File: src/tpt_pkg.sv
/*
 * Shared constants of the transmit pulse template block: register
 * indexes, field positions, reset values and waveform geometry.
 * Assumes the APB byte address of a register is four times its index.
 */
package tpt_pkg;

    // Register indexes (byte address is four times the index)
    localparam logic [7:0] IDX_TEMPLATE_CFG   = 8'h03;
    localparam logic [7:0] IDX_AMPLITUDE_CFG  = 8'h04;
    localparam logic [7:0] IDX_RAM_ACCESS     = 8'h05;
    localparam logic [7:0] IDX_SAMPLE_DATA    = 8'h06;
    localparam logic [7:0] IDX_IRQ_MASK       = 8'h12;
    localparam logic [7:0] IDX_IRQ_STATUS     = 8'h17;
    localparam logic [7:0] IDX_CHAN_SEL       = 8'h20;
    localparam logic [7:0] IDX_LINE_STD       = 8'h40;

    // Field positions in wave_ram_access_ctrl
    localparam int RAC_SP_LSB   = 0;
    localparam int RAC_UI_LSB   = 4;
    localparam int RAC_DIR_BIT  = 6;
    localparam int RAC_TRIG_BIT = 7;
    // Field positions in wave_ram_sample_data
    localparam int RSD_ROMREF_BIT = 7;

    // Waveform geometry
    localparam int UI_W     = 2;
    localparam int SP_W     = 4;
    localparam int ADDR_W   = UI_W + SP_W;
    localparam int NUM_UI   = 4;
    localparam int RAM_DEPTH = 64;
    localparam int SAMPLE_W = 7;
    localparam int SEL_W    = 4;
    localparam int GAIN_W   = 6;

    // Template encodings
    localparam logic [1:0] SEL_ARB_TOP = 2'b11;
    localparam logic [2:0] ROM_E1_75   = 3'h0;
    localparam logic [2:0] ROM_E1_120  = 3'h1;
    localparam logic [2:0] ROM_T1_0    = 3'h2;
    localparam logic [2:0] ROM_J1      = 3'h7;

    // Reset values
    localparam logic [3:0] RST_TEMPLATE = 4'h0;
    localparam logic [5:0] RST_GAIN     = 6'b100001;
    localparam int         GAIN_UNITY   = 33;
    localparam int         AMP_MAX      = 63;

    // E1 reference template shapes
    localparam logic [6:0] E1_75_EDGE  = 7'b0001100;
    localparam logic [6:0] E1_75_FLAT  = 7'b0110000;
    localparam logic [6:0] E1_120_EDGE = 7'b0001111;
    localparam logic [6:0] E1_120_FLAT = 7'b0111100;
    localparam logic [3:0] E1_EDGE_SP  = 4'h3;
    localparam logic [3:0] E1_FLAT_LO  = 4'h4;
    localparam logic [3:0] E1_FLAT_HI  = 4'hB;

endpackage : tpt_pkg

File: src/tpt_pulse_shaper.sv
/*
 * Per-channel transmit pulse shaping with preset templates and a
 * user-programmable waveform RAM, reached over an APB slave.
 * Assumes one clock, a synchronous active-high reset and a symbol
 * source that presents the next line symbol when ui_strobe pulses.
 * Assumes software leaves paddr bits outside [9:2] at zero; other
 * addresses answer with an error. Waveform RAM is not reset.
 */
`timescale 1ns/1ps
module tpt_pulse_shaper
    import tpt_pkg::*;
#(
    parameter int NUM_CH = 4 // Number of line channels
)
(
    input  wire logic              core_clk,    // Core clock
    input  wire logic              sys_rst,     // Synchronous reset
    input  wire logic [11:0]       paddr,       // APB address
    input  wire logic              psel,        // APB select
    input  wire logic              penable,     // APB enable
    input  wire logic              pwrite,      // APB direction
    input  wire logic [31:0]       pwdata,      // APB write data
    output logic      [31:0]       prdata,      // APB read data
    output logic                   pready,      // APB ready
    output logic                   pslverr,     // APB error
    input  wire logic [NUM_CH-1:0] tx_mark_pos, // Positive mark next UI
    input  wire logic [NUM_CH-1:0] tx_mark_neg, // Negative mark next UI
    output logic                   ui_strobe,   // Symbol taken this cycle
    output logic [NUM_CH*7-1:0]    dac_code,    // Shaped samples, sign-magnitude
    output logic                   irq          // Overflow interrupt
);

    // Bus state
    logic              pready_ff;
    logic              pslverr_ff;
    logic [31:0]       prdata_ff;
    logic [7:0]        rd_byte;
    logic              rd_hit;
    logic              acc;
    logic              wr;
    logic [7:0]        idx;
    logic [7:0]        wbyte;
    logic              addr_ok;

    // Global and per-channel control
    logic              line_std_ff;
    logic [1:0]        chan_sel_ff;
    logic [NUM_CH-1:0] ovf_mask_ff;
    logic [NUM_CH-1:0] ovf_flag_ff;
    logic [SEL_W-1:0]  tmpl_sel_ff [NUM_CH];
    logic [GAIN_W-1:0] gain_ff     [NUM_CH];
    logic [UI_W-1:0]   ui_idx_ff   [NUM_CH];
    logic [SP_W-1:0]   sp_idx_ff   [NUM_CH];
    logic              dir_ff      [NUM_CH];
    logic              trig_ff     [NUM_CH];
    logic              romref_ff   [NUM_CH];
    logic [6:0]        sdata_ff    [NUM_CH];
    // Waveform RAM, one 64-entry array per channel
    logic [6:0]        wave_ram_ff [NUM_CH][RAM_DEPTH];

    // Playback state
    logic [SP_W-1:0]   phase_ff;
    logic              ui_strobe_ff;
    logic [1:0]        sym_ff      [NUM_CH][NUM_UI];
    logic [6:0]        dac_ff      [NUM_CH];
    logic              irq_ff;
    // Overflow events of this cycle, one per channel
    logic [NUM_CH-1:0] ovf_evt;

    // Signed-magnitude to two's complement
    // Bit 6 is the sign, so minus zero folds to zero
    function automatic logic signed [9:0] sm2s(input logic [6:0] v);
        logic signed [9:0] m;
        m = signed'({4'h0, v[5:0]});
        return v[6] ? -m : m;
    endfunction : sm2s

    // APB access decode
    // Only aligned words inside the register window are mapped
    assign addr_ok = (paddr[11:10] == 2'b00) && (paddr[1:0] == 2'b00);
    assign acc   = psel && penable && !pready_ff;
    assign wr    = acc && pwrite && addr_ok;
    assign idx   = paddr[9:2];
    assign wbyte = pwdata[7:0];

    // Read multiplexer for the selected channel
    always_comb begin
        rd_hit  = 1'b1;
        rd_byte = 8'h00;
        unique case (idx)
            IDX_TEMPLATE_CFG:  rd_byte = {4'h0, tmpl_sel_ff[chan_sel_ff]};
            IDX_AMPLITUDE_CFG: rd_byte = {2'b00, gain_ff[chan_sel_ff]};
            IDX_RAM_ACCESS:    rd_byte = {trig_ff[chan_sel_ff],
                                          dir_ff[chan_sel_ff],
                                          ui_idx_ff[chan_sel_ff],
                                          sp_idx_ff[chan_sel_ff]};
            IDX_SAMPLE_DATA:   rd_byte = {romref_ff[chan_sel_ff],
                                          sdata_ff[chan_sel_ff]};
            IDX_IRQ_MASK:      rd_byte = 8'(ovf_mask_ff);
            IDX_IRQ_STATUS:    rd_byte = 8'(ovf_flag_ff);
            IDX_CHAN_SEL:      rd_byte = {6'h00, chan_sel_ff};
            IDX_LINE_STD:      rd_byte = {7'h00, line_std_ff};
            default:           rd_hit  = 1'b0;
        endcase
        // Addresses outside the window read zero with an error
        if (!addr_ok) begin
            rd_hit  = 1'b0;
            rd_byte = 8'h00;
        end
    end

    // APB answer one cycle into the access phase
    // One wait state; upper byte lanes always read zero
    always_ff @(posedge core_clk) begin
        if (sys_rst) begin
            pready_ff  <= 1'b0;
            pslverr_ff <= 1'b0;
            prdata_ff  <= 32'h0000_0000;
        end else begin
            pready_ff  <= acc;
            pslverr_ff <= acc && !rd_hit;
            if (acc && !pwrite) prdata_ff <= {24'h00_0000, rd_byte};
        end
    end

    // Global registers
    // Channel select steers every per-channel access
    always_ff @(posedge core_clk) begin
        if (sys_rst) begin
            line_std_ff <= 1'b0;
            chan_sel_ff <= 2'b00;
            ovf_mask_ff <= '0;
        end else if (wr) begin
            if (idx == IDX_LINE_STD) line_std_ff <= wbyte[0];
            if (idx == IDX_CHAN_SEL) chan_sel_ff <= wbyte[1:0];
            if (idx == IDX_IRQ_MASK) ovf_mask_ff <= wbyte[NUM_CH-1:0];
        end
    end

    // Sticky overflow flags, write one to clear, set wins
    // An event in the clearing cycle keeps the flag set
    always_ff @(posedge core_clk) begin
        if (sys_rst) begin
            ovf_flag_ff <= '0;
        end else begin
            ovf_flag_ff <= (ovf_flag_ff
                & ~((wr && idx == IDX_IRQ_STATUS) ? wbyte[NUM_CH-1:0] : '0))
                | ovf_evt;
        end
    end

    // Interrupt output gated by the mask
    // The flag stays readable while masked; only irq is gated
    always_ff @(posedge core_clk) begin
        if (sys_rst) irq_ff <= 1'b0;
        else irq_ff <= |(ovf_flag_ff & ovf_mask_ff);
    end

    // Sub-phase counter, one UI every sixteen clocks
    // Strobe leads the wrap so a new symbol meets phase zero
    always_ff @(posedge core_clk) begin
        if (sys_rst) begin
            phase_ff     <= '0;
            ui_strobe_ff <= 1'b0;
        end else begin
            phase_ff     <= phase_ff + 1'b1;
            ui_strobe_ff <= (phase_ff == 4'hE);
        end
    end

    // Per-channel register file, RAM and shaping
    // Each channel owns its registers, RAM and output path
    for (genvar c = 0; c < NUM_CH; c++) begin : g_ch
        logic             ch_wr;
        logic             arb;
        logic [2:0]       rom_idx;
        logic [ADDR_W-1:0] ram_addr;
        logic [6:0]       rom_rd;
        logic [6:0]       tap      [NUM_UI];
        logic signed [9:0] sum;
        logic signed [17:0] scaled;
        logic [9:0]       mag;
        logic             ovf;

        // Write strobe, playback mode and RAM address of this channel
        assign ch_wr    = wr && (chan_sel_ff == 2'(c));
        assign arb      = (tmpl_sel_ff[c][3:2] == SEL_ARB_TOP);
        assign ram_addr = {ui_idx_ff[c], sp_idx_ff[c]};

        // Preset template number from line standard and select
        // Codes below the first T1 grade fall back to grade zero
        always_comb begin
            if (!line_std_ff)
                rom_idx = tmpl_sel_ff[c][0] ? ROM_E1_120 : ROM_E1_75;
            else if (tmpl_sel_ff[c][2:0] < ROM_T1_0)
                rom_idx = ROM_T1_0;
            else
                rom_idx = tmpl_sel_ff[c][2:0];
        end

        // Reference store read for software
        // It follows the template that the select field names
        tpt_template_rom u_ref_rom (
            .rom_idx (rom_idx),
            .addr    (ram_addr),
            .sample  (rom_rd)
        );

        // Configuration registers
        // Gain resets to unity so a new RAM shape plays unscaled
        always_ff @(posedge core_clk) begin
            if (sys_rst) begin
                tmpl_sel_ff[c] <= RST_TEMPLATE;
                gain_ff[c]     <= RST_GAIN;
                ui_idx_ff[c]   <= '0;
                sp_idx_ff[c]   <= '0;
                dir_ff[c]      <= 1'b0;
            end else if (ch_wr) begin
                if (idx == IDX_TEMPLATE_CFG) tmpl_sel_ff[c] <= wbyte[3:0];
                if (idx == IDX_AMPLITUDE_CFG) gain_ff[c] <= wbyte[5:0];
                if (idx == IDX_RAM_ACCESS) begin
                    sp_idx_ff[c] <= wbyte[RAC_SP_LSB +: SP_W];
                    ui_idx_ff[c] <= wbyte[RAC_UI_LSB +: UI_W];
                    dir_ff[c]    <= wbyte[RAC_DIR_BIT];
                end
            end
        end

        // Trigger, sample data and RAM access
        // Writes landing in the one-cycle access itself are dropped
        always_ff @(posedge core_clk) begin
            if (sys_rst) begin
                trig_ff[c]   <= 1'b0;
                sdata_ff[c]  <= '0;
                romref_ff[c] <= 1'b0;
            end else if (trig_ff[c]) begin
                trig_ff[c] <= 1'b0;
                if (dir_ff[c])
                    sdata_ff[c] <= romref_ff[c] ? rom_rd
                                                : wave_ram_ff[c][ram_addr];
            end else if (ch_wr) begin
                if (idx == IDX_RAM_ACCESS) trig_ff[c] <= wbyte[RAC_TRIG_BIT];
                if (idx == IDX_SAMPLE_DATA) begin
                    sdata_ff[c]  <= wbyte[6:0];
                    romref_ff[c] <= wbyte[RSD_ROMREF_BIT];
                end
            end
        end

        // Waveform RAM write
        // No reset: contents are undefined until software fills them
        always_ff @(posedge core_clk) begin
            if (trig_ff[c] && !dir_ff[c])
                wave_ram_ff[c][ram_addr] <= sdata_ff[c];
        end

        // Symbol history, newest in slot 0
        // Both rails or neither is a space and adds nothing
        always_ff @(posedge core_clk) begin
            if (sys_rst) begin
                for (int k = 0; k < NUM_UI; k++) sym_ff[c][k] <= 2'b00;
            end else if (ui_strobe_ff) begin
                sym_ff[c][0] <= {tx_mark_neg[c], tx_mark_pos[c]};
                for (int k = 1; k < NUM_UI; k++) sym_ff[c][k] <= sym_ff[c][k-1];
            end
        end

        // Sample taps of the four overlapping pulses
        // Slot k plays interval k of the pulse sent k symbols ago
        for (genvar k = 0; k < NUM_UI; k++) begin : g_tap
            logic [6:0] rom_tap;
            tpt_template_rom u_rom (
                .rom_idx (rom_idx),
                .addr    ({2'(k), phase_ff}),
                .sample  (rom_tap)
            );
            assign tap[k] = arb ? wave_ram_ff[c][{2'(k), phase_ff}] : rom_tap;
        end

        // Overlap sum, gain and overflow
        // Gain scales the RAM shape only; presets pass unscaled
        // Four taps fit ten bits, the gain product eighteen
        always_comb begin
            sum = '0;
            for (int k = 0; k < NUM_UI; k++) begin
                if (sym_ff[c][k] == 2'b01) sum = sum + sm2s(tap[k]);
                else if (sym_ff[c][k] == 2'b10) sum = sum - sm2s(tap[k]);
            end
            if (arb)
                scaled = 18'((18'(sum) * signed'({12'h000, gain_ff[c]}))
                         / GAIN_UNITY);
            else
                scaled = 18'(sum);
            // Magnitude and overflow of the scaled sum
            mag = scaled[17] ? 10'(-scaled) : 10'(scaled);
            ovf = arb && (scaled > AMP_MAX || scaled < -AMP_MAX);
        end

        assign ovf_evt[c] = ovf;

        // Registered, clamped output sample
        // Overflow clamps to full scale with the sum's sign
        always_ff @(posedge core_clk) begin
            if (sys_rst) dac_ff[c] <= 7'h00;
            else if (ovf) dac_ff[c] <= {scaled[17], 6'h3F};
            else dac_ff[c] <= {scaled[17], mag[5:0]};
        end

        // Channel c occupies dac_code bits 7c+6 down to 7c
        assign dac_code[c*7 +: 7] = dac_ff[c];
    end

    // Output drive
    // Each output comes straight from a flip-flop
    assign prdata    = prdata_ff;
    assign pready    = pready_ff;
    assign pslverr   = pslverr_ff;
    assign ui_strobe = ui_strobe_ff;
    assign irq       = irq_ff;

endmodule : tpt_pulse_shaper

File: src/tpt_template_rom.sv
/*
 * Read-only store of the standard pulse templates; only the two E1 shapes hold samples, other template numbers read zero.
 * Assumes a combinational read; the caller registers what it needs.
 */
`timescale 1ns/1ps
module tpt_template_rom
    import tpt_pkg::*;
(
    input  wire logic [2:0]        rom_idx, // Template number
    input  wire logic [ADDR_W-1:0] addr,    // Unit interval and sub-phase
    output logic      [6:0]        sample   // Signed-magnitude sample
);

    logic [UI_W-1:0] ui;
    logic [SP_W-1:0] sp;
    logic            flat;

    // Address split and flat-top window
    assign ui   = addr[ADDR_W-1:SP_W];
    assign sp   = addr[SP_W-1:0];
    assign flat = (sp >= E1_FLAT_LO) && (sp <= E1_FLAT_HI);

    // Lookup of the stored shapes
    always_comb begin
        sample = 7'h00;
        if (ui == 2'd0) begin
            unique case (rom_idx)
                ROM_E1_75: begin
                    if (sp == E1_EDGE_SP) sample = E1_75_EDGE;
                    else if (flat) sample = E1_75_FLAT;
                end
                ROM_E1_120: begin
                    if (sp == E1_EDGE_SP) sample = E1_120_EDGE;
                    else if (flat) sample = E1_120_FLAT;
                end
                default: sample = 7'h00;
            endcase
        end
    end

endmodule : tpt_template_rom

File: config.mk
export PLATFORM = sky130hd
export DESIGN_NAME = tpt_pulse_shaper
export DESIGN_NICKNAME = d
export VERILOG_FILES = /design/src/tpt_pkg.sv /design/src/tpt_pulse_shaper.sv /design/src/tpt_template_rom.sv
export SDC_FILE = /design/constraint.sdc
export NUM_CORES = 2
export LEC_CHECK = 0
export BUFFER_PORTS_ARGS = -buffer_cell sky130_fd_sc_hd__clkbuf_2
export CAP_MARGIN = 40
export CORE_MARGIN = 5
export CORE_UTILIZATION = 34
export CTS_CLUSTER_SIZE = 40
export DETAILED_ROUTE_END_ITERATION = 12
export SLEW_MARGIN = 20
export SYNTH_ARGS = -nofsm -noshare
export SYNTH_HDL_FRONTEND = slang
export SYNTH_SLANG_ARGS = --single-unit
File: constraint.sdc
create_clock -name core_clk -period 31.9 [get_ports core_clk]
set_input_delay 1.595 -clock core_clk [delete_from_list [all_inputs] [get_ports core_clk]]
set_output_delay 1.595 -clock core_clk [all_outputs]
set_load 0.02 [all_outputs]
==> results.md <==
Clocking:
- TritonCTS built the clock tree.
- The longest clock path from root to sink contains 4 buffers.
- The clock drives 1985 sinks.
- The clock-pin slew reported for the worst setup and hold paths after clock tree synthesis is 0.06 ns.
- The H-tree was split into 4 levels.
- Post-CTS timing repair inserted 0 buffers for setup.
- The clock insertion delay at the later pin of the skew report is 0.91 ns.
- The root buffer cell chosen for the clock tree is clkbuf_16.
- Buffers inserted to repair hold after CTS numbered 0.
- The number of buffers inserted during clock tree synthesis is 211.
- The count of cells resized by post-cts repair is 0.

Synth:
- The largest area contributor in the netlist is edfxtp_1.
- After synthesis, the mean cell area works out to 11.5 um^2.
- The count of different cell masters after synthesis is 158.
- The sequential-to-total area share from yosys stat is 45.6%.
- Ranked by total cell area, the synthesized netlist is headed by edfxtp_1 (45%), mux4_2 (9.5%), ha_1 (3.9%).
- The number of synthesized flops with an enable pin is 1955.
- The leading register cell type out of synthesis is edfxtp_1.
- In the synthesized netlist, the cells that appear most often are edfxtp_1 (1955), nor2_1 (966), nand2_1 (762).
- The gate count after technology mapping is 11.3k.
- The proportion of netlist area held by the largest area contributor is 45.1%.
- The cell with the most instances after synthesis is edfxtp_1.
- The post-synthesis instance area is 0.130 mm^2.
- The total number of yosys warnings is 0.
- Of all flip-flops after synthesis, the portion carrying an async set or reset was 0%.
- After synthesis the netlist holds a flip-flop and latch count of 1985.

Global route:
- The overflow left after global routing is 0.
- The number of antenna violations at the first check in global routing is 23.
- The via count of the first global-routing pass came to 95.9k.
- The all-layer global routing usage is 20.3%.
- Entering global routing, the biggest net connects 96 pins.
- The global-route wire length before repair is 623000 um.

Setup path:
- The slowest cell on the critical path is dfxtp_4.
- STA puts the critical path data required time at 32.45 ns.
- The worst path buffer plus inverter count is 9.
- The data arrival time of the critical path is 26.91 ns.
- The cell occurring most often along the worst timing path is a21oi_1.
- The cell class contributing the biggest share of worst-path delay is compound AO/OA/AOI/OAI gates.
- The critical path capture point type is a flop.
- Of all nets on the critical path, the largest fanout is 36.
- The peak per-stage delay on the critical path is 0.82 ns.
- The type of the setup path with the least slack is flop to flop.
- STA classifies the critical path startpoint as a flop.

Drt:
- The first-pass iteration count of the detailed router is 6.
- The detailed route wirelength on metal3 is 38100 um.
- After detailed routing, the average wire length per cell comes to 25.3 um.
- The via count normalized by instance count is 6.03.
- Wires add up to 422000 um.
- The antenna violation net count after detailed routing is 0.
- The starting DRC count in detailed routing is 12.7k.
- In the routed design, unresolved DRC markers number 0.
- For this block, wires on met1 add up to 166000 um.
- The detailed router placed 101k vias in this run.
- Wire segments on met2 add up to 196000 um in the final route.
- The highest layer used for signal routing is met5.

STA:
- Setup repair after global routing left no endpoint under its margin.
- The ratio of final minimum period to clock period is 82.6%.
- In the post-route analysis, the smallest setup slack over all paths is 5.54 ns.
- The worst path in the final design needs a cycle of 26.36 ns, including I/O delays and setup.
- The final hold violation count came to 0.
- Setup violations remaining at the end of the flow were counted as 0.
- The worst hold slack after final layout is 0.461 ns.
- For this run, the top clock speed supported by timing is 37.9 MHz.
- The normalized max-slew margin is 37.0%.
- The number of pins exceeding their max-slew limit in the final report is 0.
- The transition time at the pin with the least slew margin is 0.936 ns.
- Summed over all failing endpoints, the final setup total negative slack is 0 ns.
- On the final layout, the worst clock skew is 0.0895 ns.

Layout:
- For this run, the share of the core covered by cells in the final layout is 37.9%.
- The net count of the finished layout is 12.1k.
- The layout cell share with drive strength beyond 1 is 14.5%.
- Relative to the synthesized area, the layout overhead comes to 11.1%.

Placement:
- Buffers placed on the I/O ports in this run total 72.
- The global placer's final weighted congestion is 0.924.
- The pre-CTS setup slack is 5.16 ns.
- The HPWL reported at the end of detailed placement is 293000 um.

Floorplan:
- The die span in x is 628 um.
- The effective utilization at floorplan is 34.1%.
- The count of boundary I/O pins is 121.
- In this run the vertical extent of the chip is 628 um.
- The number of core rows is 227.
- The total area inside the core boundary comes to 0.382 mm^2.
- The die outline area is 0.395 mm^2.

Min path:
- The tightest min-delay check is of the flop to flop type.

Run status:
- The flow ran to the end, and the final reports show no timing, DRC or antenna violations.

Flow run:
- Across the run, the number of max-cap violations was 0.
flip-flops by register name, indices dropped and copies added, names as in the netlist, named ones only:
signal and flops:
phase_ff 4, trig_ff 4, ui_idx_ff 8, tmpl_sel_ff 16, pslverr 1, pready 1
prdata 8, irq 1, ovf_flag_ff 4, sdata_ff 28, wave_ram_ff 1792, sp_idx_ff 16
dac_ff 28, line_std_ff 1, gain_ff 24, chan_sel_ff 2, dir_ff 4, sym_ff 32
ui_strobe 1, ovf_mask_ff 4, romref_ff 4
logic make-up after synthesis:
group,synth area share (%)
mux,12.5
simple gates,12.3
buf+inv,4.09
flops,45.6
xor+xnor,2.32
fa+ha+maj,6.92
compound gates,16.3
other cells,0.00578
final timing paths:
check	from	to	slack [ns]	depth (start not counted)
min reg2reg	prdata[1]	prdata[1]	0.46	2
max	phase_ff[0]	dac_ff[0][9]	5.54	88
min	prdata[1]	prdata[1]	0.46	2
max reg2reg	phase_ff[0]	dac_ff[0][9]	5.54	88
metrics by stage:
| stage | cells | cell area, um^2 |
|---|---|---|
| detailed placement | 16204 | 137000 |
| global placement | 16069 | 135000 |
| finish | 16682 | 145000 |
| CTS | 16594 | 144000 |
| global route | 16682 | 145000 |
| floorplan | 11391 | 130000 |
final cells by class:
cell class / count / area (um^2)
Clock buffer: 250 / 5530
Multi-Input combinational cell: 8183 / 65700
Antenna cell: 11 / 27.5
Tap cell: 5038 / 6300
Sequential cell: 1985 / 59300
Clock inverter: 140 / 1760
Timing Repair Buffer: 488 / 3680
Inverter: 587 / 2210
Fill cell: 36653 / 237000
placed cells by master, fill, tap and decap left out, types with 214 or more instances in the layout:
| cell type | instances |
|---|---|
| o22ai_1 | 420 |
| and2_1 | 260 |
| buf_4 | 358 |
| o21ai_0 | 412 |
| nand3_1 | 224 |
| edfxtp_1 | 1955 |
| nor3_1 | 221 |
| ha_1 | 406 |
| a22oi_1 | 223 |
| inv_1 | 569 |
| nor2_1 | 965 |
| a21oi_1 | 556 |
| mux4_2 | 551 |
| mux2i_1 | 230 |
| nand2_1 | 762 |
| clkbuf_16 | 214 |
per-layer routing:
metal	GRT usage (%)	vias up
li1	-	44342
met5	0	-
met2	32.9	5435
met3	3.04	1016
met4	9.57	4
met1	26.8	49827
tightest hold or removal path, delay by kind of cell, from the launching register on:
family,cells,cell delay [ns]
DFF,1,0.31
and+or+nand+nor,1,0.05
AOI/OAI and AO/OA,1,0.05
Power is left out: the tool's default activity adds up to more than one toggle a clock period on the data nets, which glitch-free logic cannot reach.
